### src/include/fp_err_pkg.sv
// Shared constants and types of the floating-point error reporting block.
// Assumes a 32-bit classic Wishbone register bus and an instruction issue port on core_clk.
package fp_err_pkg;

  // ----------------------------------------------------------------
  // Register map, byte addresses
  // ----------------------------------------------------------------
  localparam logic [7:0] OFS_CTRL = 8'h00;
  localparam logic [7:0] OFS_STATUS = 8'h04;
  localparam logic [7:0] OFS_MASK = 8'h08;
  localparam logic [7:0] OFS_FAULT_ADDR = 8'h0C;
  localparam logic [7:0] OFS_STATE = 8'h10;

  // ----------------------------------------------------------------
  // Field positions and widths
  // ----------------------------------------------------------------
  localparam int NUM_EXC = 6;
  localparam int CTRL_IMMEDIATE_BIT = 0;
  localparam int CTRL_MODE_BIT = 5;
  localparam int STATUS_SUMMARY_BIT = 7;
  localparam int STATE_STALL_BIT = 0;
  localparam int STATE_PIN_BIT = 1;
  localparam int STATE_IGNORE_BIT = 2;
  localparam int STATE_REQ_BIT = 3;

  // ----------------------------------------------------------------
  // Reset values and fixed codes
  // ----------------------------------------------------------------
  localparam logic [7:0] CTRL_RESET = 8'h00;
  localparam logic [5:0] MASK_RESET = 6'h3F;
  localparam logic [5:0] MASK_ALL = 6'h3F;
  localparam logic [5:0] FLAGS_RESET = 6'h00;
  localparam logic [31:0] ADDR_RESET = 32'h0000_0000;
  localparam logic [7:0] FP_ERROR_VECTOR = 8'h10;

  // ----------------------------------------------------------------
  // Instruction classes presented by the core
  // ----------------------------------------------------------------
  typedef enum logic [3:0] {
    IC_OTHER = 4'h0,
    IC_FP_WAITING = 4'h1,
    IC_WAIT = 4'h2,
    IC_SIMD = 4'h3,
    IC_INIT_NOWAIT = 4'h4,
    IC_CLEX_NOWAIT = 4'h5,
    IC_STSW_NOWAIT = 4'h6,
    IC_STCW_NOWAIT = 4'h7,
    IC_STENV_NOWAIT = 4'h8,
    IC_SAVE_NOWAIT = 4'h9
  } instr_class_e;

  // ----------------------------------------------------------------
  // Issue state machine
  // ----------------------------------------------------------------
  typedef enum logic [2:0] {
    S_IDLE = 3'b001,
    S_STALL = 3'b010,
    S_DONE = 3'b100
  } issue_state_e;

endpackage

### src/hw/fp_error_reporting.sv
// Floating-point error reporting: status flags, native trap and compatibility pin.
// Assumes a classic Wishbone master and an issue port that holds a request until answered.
//
// Contract
// - Native reporting is used while bit 5 of the control register holds 1.
// - An unmasked exception sets its flag and the error summary flag.
// - In native mode a pending error traps with vector 16 before the next waiting instruction.
// - Non-waiting instructions run without taking a pending error trap.
// - With the mode bit at 0 errors are reported through the pin and input signals.
// - In compatibility mode the error pin asserts at once or at the next waiting instruction.
// - In compatibility mode a waiting instruction stalls while an unmasked flag is pending.
// - While the ignore input is asserted error conditions cause no pin and no stall.
// - The address of the faulting instruction is kept for software to read.
// - A masked exception gives the default result and no trap or pin.
// - Init, clear, store-environment and save discard pending errors.
//
// Our own choices: the placing of the registers and the Wishbone slave port.
`timescale 1ns/1ps
module fp_error_reporting (
  input wire logic core_clk,
  input wire logic resetn,
  input wire logic wb_cyc_i,
  input wire logic wb_stb_i,
  input wire logic wb_we_i,
  input wire logic [7:0] wb_adr_i,
  input wire logic [31:0] wb_dat_i,
  input wire logic [3:0] wb_sel_i,
  output logic [31:0] wb_dat_o,
  output logic wb_ack_o,
  input wire logic instr_valid,
  input fp_err_pkg::instr_class_e instr_class,
  input wire logic exc_valid,
  input wire logic [fp_err_pkg::NUM_EXC-1:0] exc_flags,
  input wire logic [31:0] exc_addr,
  input wire logic ignore_numeric_error_in_n,
  input wire logic interrupt_request_in,
  output logic instr_accept,
  output logic instr_stalled,
  output logic fp_error_exception,
  output logic [7:0] fp_error_vector,
  output logic masked_default,
  output logic fp_error_out_n
);
  import fp_err_pkg::*;

  // ----------------------------------------------------------------
  // State
  // ----------------------------------------------------------------
  logic [7:0] ctrl_q, ctrl_d;
  logic [NUM_EXC-1:0] mask_q, mask_d;
  logic [NUM_EXC-1:0] flags_q, flags_d;
  logic summary_q, summary_d;
  logic [31:0] fault_addr_q, fault_addr_d;
  logic ign_meta_q, ign_meta_d, ign_sync_n_q, ign_sync_n_d;
  logic req_meta_q, req_meta_d, req_sync_q, req_sync_d;
  issue_state_e st_q, st_d;
  logic stall_q, stall_d;
  logic accept_q, accept_d, trap_q, trap_d;
  logic [7:0] vector_q, vector_d;
  logic masked_q, masked_d;
  logic pin_on_q, pin_on_d;
  logic ack_q, ack_d;
  logic [31:0] rdata_q, rdata_d;
  logic dec_waiting, dec_nowait, dec_clears, dec_masks;
  logic native, ignore_on, evaluate, new_unmasked, bus_write;
  logic [NUM_EXC-1:0] clr_flags;
  logic set_mask_all;

  fp_instr_decode u_decode (
    .instr_class(instr_class),
    .is_waiting(dec_waiting),
    .is_nowait(dec_nowait),
    .clears_flags(dec_clears),
    .masks_all(dec_masks)
  );

  // ----------------------------------------------------------------
  // Next-state logic
  // ----------------------------------------------------------------
  always_comb begin
    ign_meta_d = ignore_numeric_error_in_n;
    ign_sync_n_d = ign_meta_q;
    req_meta_d = interrupt_request_in;
    req_sync_d = req_meta_q;
    native = ctrl_q[CTRL_MODE_BIT];
    // ignore input honoured only in compatibility mode
    ignore_on = !native && !ign_sync_n_q;
    evaluate = (st_q == S_IDLE && instr_valid) || (st_q == S_STALL);
    bus_write = wb_cyc_i && wb_stb_i && wb_we_i && !ack_q && wb_sel_i[0];
    new_unmasked = exc_valid && ((exc_flags & ~mask_q) != 6'h00);

    ctrl_d = ctrl_q;
    mask_d = mask_q;
    clr_flags = 6'h00;
    set_mask_all = 1'b0;
    st_d = st_q;
    accept_d = 1'b0;
    trap_d = 1'b0;
    vector_d = vector_q;
    pin_on_d = pin_on_q;

    if (bus_write && wb_adr_i == OFS_CTRL) begin
      ctrl_d = wb_dat_i[7:0];
    end
    if (bus_write && wb_adr_i == OFS_STATUS) begin
      clr_flags = wb_dat_i[NUM_EXC-1:0];
    end

    case (st_q)
      S_IDLE: begin
        if (instr_valid) begin
          if (dec_nowait || !dec_waiting || !summary_q) begin
            // non-waiting instructions pass a pending error
            accept_d = 1'b1;
            st_d = S_DONE;
            if (dec_clears) begin
              clr_flags = MASK_ALL;
            end
            set_mask_all = dec_masks;
          end else if (native) begin
            trap_d = 1'b1;
            vector_d = FP_ERROR_VECTOR;
            st_d = S_DONE;
          end else if (ignore_on) begin
            accept_d = 1'b1;
            st_d = S_DONE;
          end else begin
            st_d = S_STALL;
          end
        end
      end
      S_STALL: begin
        if (native && summary_q) begin
          trap_d = 1'b1;
          vector_d = FP_ERROR_VECTOR;
          st_d = S_DONE;
        end else if (!summary_q || ignore_on) begin
          accept_d = 1'b1;
          st_d = S_DONE;
        end
      end
      S_DONE: begin
        st_d = S_IDLE;
      end
      default: begin
        st_d = S_IDLE;
      end
    endcase

    if (bus_write && wb_adr_i == OFS_MASK) begin
      mask_d = wb_dat_i[NUM_EXC-1:0];
    end
    if (set_mask_all) begin
      mask_d = MASK_ALL;
    end

    // Set wins over clear so an exception in the clearing cycle is kept.
    flags_d = (flags_q & ~clr_flags) | (exc_valid ? exc_flags : 6'h00);
    // summary holds while an unmasked flag remains
    summary_d = new_unmasked || (summary_q && ((flags_d & ~mask_d) != 6'h00));

    fault_addr_d = new_unmasked ? exc_addr : fault_addr_q;

    // masked exception gives the default result only
    masked_d = exc_valid && (exc_flags != 6'h00) && !new_unmasked;

    // external pin only in compatibility mode
    pin_on_d = !native && summary_d && (pin_on_q ||
               (!ignore_on && new_unmasked && ctrl_q[CTRL_IMMEDIATE_BIT]) ||
               (!ignore_on && evaluate && dec_waiting && summary_q));

    // The stall output gets its own flop so the core sees no decode glitch.
    stall_d = (st_d == S_STALL);

    ack_d = wb_cyc_i && wb_stb_i && !ack_q;
    rdata_d = 32'h0000_0000;
    if (wb_cyc_i && wb_stb_i && !wb_we_i && !ack_q) begin
      case (wb_adr_i)
        OFS_CTRL: rdata_d = {24'h00_0000, ctrl_q};
        OFS_STATUS: rdata_d = {24'h00_0000, summary_q, 1'b0, flags_q};
        OFS_MASK: rdata_d = {26'h000_0000, mask_q};
        OFS_FAULT_ADDR: rdata_d = fault_addr_q;
        OFS_STATE: rdata_d = {28'h000_0000, req_sync_q, !ign_sync_n_q, pin_on_q,
                              st_q == S_STALL};
        default: rdata_d = 32'h0000_0000;
      endcase
    end
  end

  // ----------------------------------------------------------------
  // Registers
  // ----------------------------------------------------------------
  always_ff @(posedge core_clk) begin
    if (!resetn) begin
      ctrl_q <= CTRL_RESET;
      mask_q <= MASK_RESET;
      flags_q <= FLAGS_RESET;
      summary_q <= 1'b0;
      fault_addr_q <= ADDR_RESET;
      ign_meta_q <= 1'b1;
      ign_sync_n_q <= 1'b1;
      req_meta_q <= 1'b0;
      req_sync_q <= 1'b0;
      st_q <= S_IDLE;
      stall_q <= 1'b0;
      accept_q <= 1'b0;
      trap_q <= 1'b0;
      vector_q <= 8'h00;
      masked_q <= 1'b0;
      pin_on_q <= 1'b0;
      ack_q <= 1'b0;
      rdata_q <= 32'h0000_0000;
    end else begin
      ctrl_q <= ctrl_d;
      mask_q <= mask_d;
      flags_q <= flags_d;
      summary_q <= summary_d;
      fault_addr_q <= fault_addr_d;
      ign_meta_q <= ign_meta_d;
      ign_sync_n_q <= ign_sync_n_d;
      req_meta_q <= req_meta_d;
      req_sync_q <= req_sync_d;
      st_q <= st_d;
      stall_q <= stall_d;
      accept_q <= accept_d;
      trap_q <= trap_d;
      vector_q <= vector_d;
      masked_q <= masked_d;
      pin_on_q <= pin_on_d;
      ack_q <= ack_d;
      rdata_q <= rdata_d;
    end
  end

  // The pin is active low and stays high while no error is reported.
  assign fp_error_out_n = !pin_on_q;
  assign instr_accept = accept_q;
  assign fp_error_exception = trap_q;
  assign fp_error_vector = vector_q;
  assign masked_default = masked_q;
  assign instr_stalled = stall_q;
  assign wb_ack_o = ack_q;
  assign wb_dat_o = rdata_q;

  // ----------------------------------------------------------------
  // Checks
  // ----------------------------------------------------------------
  // native trap timing
  native_trap_a: assert property (@(posedge core_clk) disable iff (!resetn)
    (st_q == S_IDLE && instr_valid && dec_waiting && !dec_nowait && summary_q && native)
    |=> (fp_error_exception && !instr_accept && fp_error_vector == FP_ERROR_VECTOR))
    else $error("native trap not raised");

  nowait_pass_a: assert property (@(posedge core_clk) disable iff (!resetn)
    (st_q == S_IDLE && instr_valid && dec_nowait) |=> (instr_accept && !fp_error_exception))
    else $error("nowait instruction not accepted");

  compat_stall_a: assert property (@(posedge core_clk) disable iff (!resetn)
    (st_q == S_IDLE && instr_valid && dec_waiting && summary_q && !native && !ignore_on)
    |=> (instr_stalled && !instr_accept))
    else $error("waiting instruction not stalled");

  summary_set_a: assert property (@(posedge core_clk) disable iff (!resetn)
    new_unmasked |=> (summary_q && (flags_q & $past(exc_flags)) == $past(exc_flags)))
    else $error("summary flag not set");

  native_pin_a: assert property (@(posedge core_clk) disable iff (!resetn)
    $past(native) |-> fp_error_out_n)
    else $error("error pin driven in native mode");

  deferred_pin_a: assert property (@(posedge core_clk) disable iff (!resetn)
    (instr_stalled && !native && summary_q && !ignore_on) |-> ##[0:1] !fp_error_out_n)
    else $error("error pin not asserted at stall");

  ignore_pin_a: assert property (@(posedge core_clk) disable iff (!resetn)
    (ignore_on && !pin_on_q) |=> fp_error_out_n)
    else $error("error pin asserted while ignored");

  masked_quiet_a: assert property (@(posedge core_clk) disable iff (!resetn)
    (exc_valid && exc_flags != 6'h00 && !new_unmasked && !summary_q)
    |=> (masked_default && !summary_q))
    else $error("masked exception raised an error");

  summary_hold_a: assert property (@(posedge core_clk) disable iff (!resetn)
    (summary_q && ((flags_q & ~mask_q) != 6'h00) && !(wb_cyc_i && wb_stb_i && wb_we_i)
     && !(instr_valid && (dec_clears || dec_masks))) |=> summary_q)
    else $error("summary flag dropped early");

  fault_addr_a: assert property (@(posedge core_clk) disable iff (!resetn)
    new_unmasked |=> fault_addr_q == $past(exc_addr))
    else $error("fault address not captured");

endmodule

### src/hw/fp_instr_decode.sv
// Decodes an instruction class into the properties the error logic needs.
// Assumes the class comes from logic on the same clock; purely combinational.
`timescale 1ns/1ps
module fp_instr_decode (
  input fp_err_pkg::instr_class_e instr_class,
  output logic is_waiting,
  output logic is_nowait,
  output logic clears_flags,
  output logic masks_all
);
  import fp_err_pkg::*;

  always_comb begin
    is_waiting = 1'b0;
    is_nowait = 1'b0;
    clears_flags = 1'b0;
    masks_all = 1'b0;
    case (instr_class)
      IC_FP_WAITING, IC_WAIT, IC_SIMD: begin
        is_waiting = 1'b1;
      end
      IC_INIT_NOWAIT: begin
        is_nowait = 1'b1;
        clears_flags = 1'b1;
        masks_all = 1'b1;
      end
      IC_CLEX_NOWAIT: begin
        is_nowait = 1'b1;
        clears_flags = 1'b1;
      end
      IC_STENV_NOWAIT, IC_SAVE_NOWAIT: begin
        is_nowait = 1'b1;
        masks_all = 1'b1;
      end
      IC_STSW_NOWAIT, IC_STCW_NOWAIT: begin
        is_nowait = 1'b1;
      end
      default: begin
        is_nowait = 1'b0;
      end
    endcase
  end

endmodule

### config.mk
export PLATFORM = sky130hd
export DESIGN_NAME = fp_error_reporting
export DESIGN_NICKNAME = d
export VERILOG_FILES = /design/src/include/fp_err_pkg.sv /design/src/hw/fp_error_reporting.sv /design/src/hw/fp_instr_decode.sv
export SDC_FILE = /design/constraint.sdc
export NUM_CORES = 1
export LEC_CHECK = 0
export BUFFER_PORTS_ARGS = -buffer_cell sky130_fd_sc_hd__buf_4
export CAP_MARGIN = 25
export CORE_AREA = 2 2 118 120
export DETAILED_ROUTE_END_ITERATION = 8
export DIE_AREA = 0 0 120 122
export GPL_TIMING_DRIVEN = 0
export PLACE_DENSITY = 0.52
export SETUP_SLACK_MARGIN = 0.02
export SLEW_MARGIN = 20
export SYNTH_ARGS = -nofsm -noshare
export SYNTH_HDL_FRONTEND = slang
export SYNTH_SLANG_ARGS = --single-unit
### constraint.sdc
create_clock -name core_clk -period 2.15 [get_ports core_clk]
set_input_delay 0.1075 -clock core_clk [delete_from_list [all_inputs] [get_ports core_clk]]
set_output_delay 0.1075 -clock core_clk [all_outputs]
set_load 0.05 [all_outputs]
After elaboration in Yosys (flattened, before gate mapping):

Index checks and enable logic that the tools add are counted.

* add/subtract/negate cells: 0
* $mul: 0
* div/mod/pow operators: 0
* magnitude comparators: 0
* equality and inequality tests: 20
* shift-type cells: 0
* multiplexer cells: 40
* bitwise logic cells: 7
* reductions and logical operators: 51

Operators by type and width (count)
* $pmux 32 s5: 1
* $mux 6: 8
* $mux 8: 4
* $logic_and 1x1->1: 24
* $and 6x6->6: 3
* $mux 3: 6
* $not 6->6: 3
* $reduce_bool 6->1: 3
* $mux 1: 17
* $eq 4x3->1 const B: 4
* $eq 8x4->1 const B: 2
* $pmux 8 s2: 1
* $logic_not 1->1: 9
* $eq 4x2->1 const B: 2
* $eq 4x4->1 const B: 2
* $eq 8x3->1 const B: 1
* $eq 8x5->1 const B: 1
* $logic_not 8->1: 1
* $ne 2x2->1 const B: 4
* $logic_or 1x1->1: 7
* $eq 3x2->1 const B: 2
* $or 6x6->6: 1
* $pmux 3 s2: 1
* $reduce_or 3->1: 2
* other kinds (8): 9

* bits in registers: 106
* latch bits: 0
* RAM bits: 0
* memory bits (read-only): 0
* output and inout bits: 46
* memories: 0

Longest topological paths before layout:

* depth after elaboration: 19
* depth in mapped cells: 7
* gate-level depth less buffers: 6

By module:

Synthesis repeated with hierarchy kept, for this count alone.

* cell total of the unflattened synthesis: 434
* area, all modules: 3826.2 µm²

By module, submodules not included
* fp_error_reporting: instances 1, cells each 427, area an instance 3787.4 µm²
* fp_instr_decode: instances 1, cells each 7, area an instance 38.8 µm²

Least setup slack after synthesis:

OpenSTA, ideal clock, no wires.

* path type: reg-to-reg
* from: register ack_q, in the netlist wb_ack_o
* to: register pin_on_q
* data arrival time: 2.088 ns
* path slack: -0.065 ns
* cell stages (with the launch flop): 8
* cells stage by stage: dfxtp_1 nand3b_1 or4_4 buf_6 mux2i_1 a22o_1 a22oi_1 a211oi_2

* longest elaborated chain between the ends: 18

RTL lines
* from (decl): RTL line fp_error_reporting.sv:62 `logic ack_q, ack_d;`
* from (signal assigned): RTL line fp_error_reporting.sv:230 `ack_q <= ack_d;`
* $logic_not 1->1 (*): RTL line fp_error_reporting.sv:89 `bus_write = wb_cyc_i && wb_stb_i && wb_we_i && !ack_q && wb_sel_i[0];`
* $logic_and 1x1->1 (*) (2 in series): RTL line fp_error_reporting.sv:89
* $logic_and 1x1->1: RTL line fp_error_reporting.sv:105 `if (bus_write && wb_adr_i == OFS_STATUS) begin`
* $mux 6: RTL line fp_error_reporting.sv:105
* $mux 6: RTL line fp_error_reporting.sv:116 `if (dec_clears) begin`
* $mux 6: RTL line fp_error_reporting.sv:112 `if (dec_nowait || !dec_waiting || !summary_q) begin`
* $mux 6: RTL line fp_error_reporting.sv:111 `if (instr_valid) begin`
* $mux 6: RTL line fp_error_reporting.sv:109 `case (st_q)`
* $not 6->6: RTL line fp_error_reporting.sv:158 `flags_d = (flags_q & ~clr_flags) | (exc_valid ? exc_flags : 6'h00);`
* $and 6x6->6: RTL line fp_error_reporting.sv:158
* $or 6x6->6: RTL line fp_error_reporting.sv:158
* $and 6x6->6 (*): RTL line fp_error_reporting.sv:160 `summary_d = new_unmasked || (summary_q && ((flags_d & ~mask_d) != 6'h00));`
* $reduce_bool 6->1 (*): RTL line fp_error_reporting.sv:160
* $logic_and 1x1->1 (*): RTL line fp_error_reporting.sv:160
* $logic_or 1x1->1 (*): RTL line fp_error_reporting.sv:160
* $logic_and 1x1->1 (*) (2 in series): RTL line fp_error_reporting.sv:168 `pin_on_d = !native && summary_d && (pin_on_q ||`
* to (signal assigned): RTL line fp_error_reporting.sv:229 `pin_on_q <= pin_on_d;`
* to (decl): RTL line fp_error_reporting.sv:61 `logic pin_on_q, pin_on_d;`

Every way passes the cells marked *; elsewhere a longest branch is shown, timed or not.
A chain may end at the register's enable or synchronous reset.

Worst setup path after layout:

Same ends and word-level chain as after synthesis.

==> metrics.md <==
| Metric | Value |
|---|---|
| Die W | `roughly 120 um` |
| Global-route wire length before repair | `~17,000 um` |
| Post-synth top cells | `99 x dfxtp_1, 45 x mux2i_1, 36 x nor2_1, 33 x and2_1, 26 x nor2b_1` |
| Clk Latency, worst-skew pair | `about 350 ps` |
| Most common cell in the netlist | `dfxtp_1` |
| Final worst slack | `67.3 ps` |
| Synth Flop Type | `dfxtp_1` |
| ANT cells | `0` |
| Status | `completed` |
| Post-route cell area | `~5400 um2` |
| Reg-to-reg critical path endpoint | `pin_on_q` |
| DR WL met3 | `585 um` |
| Hold WC Path Type | `input port to flop` |
| Top post-synthesis cells by area | `dfxtp_1 51%, mux2i_1 11%, and2_1 5.3%` |
| Clock slew at reported path FFs | `approximately 70 ps` |
| Post-synth ARST share | `0%` |
| Clock Skew | `between 7 and 8 ps` |
| CP Class | `flop to flop` |
| Syn Inst Count | `between 300 and 400` |
| P_leak | `~2.2 nW` |
| Total die area | `between 10,000 and 15,000 um2` |
| CP Launch Point | `wb_ack_o` |
| Clock tree root buffer cell | `clkbuf_16` |
| Global-route usage over all layers | `~15%` |
| DR top layer | `met4` |
| Vias | `3,167` |
| Final Hold Fails | `0` |
| Initial Utilization | `between 20% and 30%` |
| Final wirelength | `10,600 um` |
| Layout cell share with drive strength beyond 1 | `between 20% and 30%` |
| Setup crit start kind | `flop` |
| Design Power | `between 3 and 4 mW` |
| Routed Antenna Nets | `0` |
| Max Freq | `480 MHz` |
| Yosys cell types | `42` |
| Area share of the largest cell type after synthesis | `50.5%` |
| Setup violators final | `0` |
| Die Y-Extent | `between 100 and 150 um` |
| Mean area per synthesized cell | `between 10 and 15 um2` |
| PortBufs | `roughly 110` |
| CP required | `2380 ps` |
| Synthesized area | `3920 um2` |
| Max Cap Viol | `0` |
| Critical path arrival | `approximately 2300 ps` |
| Pin count of the biggest net entering global routing | `16` |
| R2r startpoint | `wb_ack_o` |
| Setup WS pre-CTS | `-578 ps` |
| Synth-to-Final Area Change | `38.6%` |
| Largest area contributor in the netlist | `dfxtp_1` |
| Vias per inst | `approximately 4.5` |
| Final core occ | `around 40%` |
| Worst VDD drop | `approximately 0.00046 V` |
| Slew Viols, Final | `0` |
| M1 WL | `4890 um` |
| Power Density | `between 600 and 700 nW/um2` |
| Worst Tran Pin Value | `slightly above 700 ps` |
| CP endpoint kind | `flop` |
| Slew headroom | `between 50% and 60%` |
| Wirelength per Cell | `15.0 um` |
| Met2 Routed Length | `4990 um` |
| # rows | `between 40 and 50` |
| Sequential fraction of the synthesis area | `50.5%` |
| CTS tree | `yes` |
| Reg2reg setup slack | `70 ps` |
| H-tree depth | `3` |
| Critical-path maximum fanout | `5` |
| Drt pass-1 iters | `4` |
| Synth Register Bits | `approximately 100` |
| RSZ-0062 raised after global routing | `true` |
| # IOs | `141` |
| 1st-iter DRT viols | `170` |
| DRC viols | `0` |
| Fin crit share | `a little over nine tenths` |
| Clk sink count | `roughly 100` |
| Initial antenna violation count | `0` |
| Grt total ovfl | `0` |
| Crit path capture | `pin_on_q` |
| Placer Congestion | `0.857` |
| Layout net count | `just over 600` |
| Area after DPL | `4960 um2` |
| Clock Path Buffers | `2` |
| Vias in the first global route | `3,188` |
| Synth warn | `0` |
| Post-synth EDFFs | `0` |
| Num CTS Buffers | `9` |
| Placed wire-length estimate | `between 8000 and 9000 um` |
| Tmin final | `approximately 2100 ps` |
| Placeable Area | `13,500 um2` |
| Reg2reg path depth | `7` |
area by class of cell:
class                           instances  area [um2]
Fill cell                            1349        8070
Sequential cell                        99        1990
Multi-Input combinational cell        260        1850
Timing Repair Buffer                  118         913
Clock buffer                           12         246
Tap cell                              180         225
Buffer                                 26         146
Inverter                               11        41.3
Clock inverter                          3        23.8
worst max-delay path: stages (launching register included):
cell	delay, ps
dfxtp_4	350
nand3b_1	230
or4_4	560
buf_8	160
mux2i_4	190
a32oi_2	230
a21o_1	180
a211oi_2	60
power by group:
group | leakage [nW] | switching, mW | internal (mW)
clock network | 0.125 | 0.697 | 0.816
logic | 1.29 | 0.167 | 0.161
registers | 0.801 | 0.00988 | 1.85
total | 2.22 | 0.874 | 2.83
metal layers:
metal  global-route usage (%)  up-vias
met5                        0        -
met4                     5.59        0
met3                     4.03       12
met2                     24.4       86
met1                     19.7     1461
li1                         -     1608
layout by cell type (no fill, tap or decap), types with 11 or more instances in the layout:
cell	count
dfxtp_1	98
nand2_1	24
inv_1	11
clkbuf_1	13
nor2b_1	26
and2_1	33
o21ai_0	14
dlygate4sd3_1	11
nor2_1	33
buf_4	114
mux2i_1	42
registers in the layout, summed over array words and instances, names as in the netlist, 3 cells and up:
register,cells
fault_addr_q,32
mask_q,6
flags_q,6
wb_dat_o,32
st_q,3
ctrl_q,8
worst min-delay path by stage:
stage | from | end | slack [ps] | cells past startpoint
final | exc_addr[7] | fault_addr_q[7] | 5 | 3
after floorplan | ignore_numeric_error_in_n | ign_meta_q | 210 | 1
after global routing | exc_addr[18] | fault_addr_q[18] | 20 | 3
after global placement | ignore_numeric_error_in_n | ign_meta_q | 290 | 2
after detailed placement | ignore_numeric_error_in_n | ign_meta_q | 300 | 2
after CTS | wb_dat_i[6] | ctrl_q[6] | 5 | 3
stage by stage:
stage / hold WS, ps / setup TNS [ps] / instances
floorplan: 209 / 0 / 396
global placement: 292 / -14340 / 681
detailed placement: 296 / -16250 / 681
CTS: 5.20 / 0 / 707
global route: 17.0 / -16.4 / 709
finish: 5.21 / 0 / 709
kinds of logic after synthesis:
kind of cell | after synthesis | share of synthesized area, %
compound gates | 44 | 7.53
xor+xnor | 1 | 0.223
buf+inv | 37 | 4.40
flops | 99 | 50.5
mux | 51 | 14.9
other cells | 1 | 0.0956
simple gates | 157 | 22.3
timing repair:
action | CTS | global route
setup endpoints to repair | 51 | 23
gates resized for setup | 7 | 18
endpoints found under the hold margin | 11 | 0
buffers inserted | 0 | 2
hold buffers | 11 | 0
Note: power is estimated with default switching activity, not from simulation.
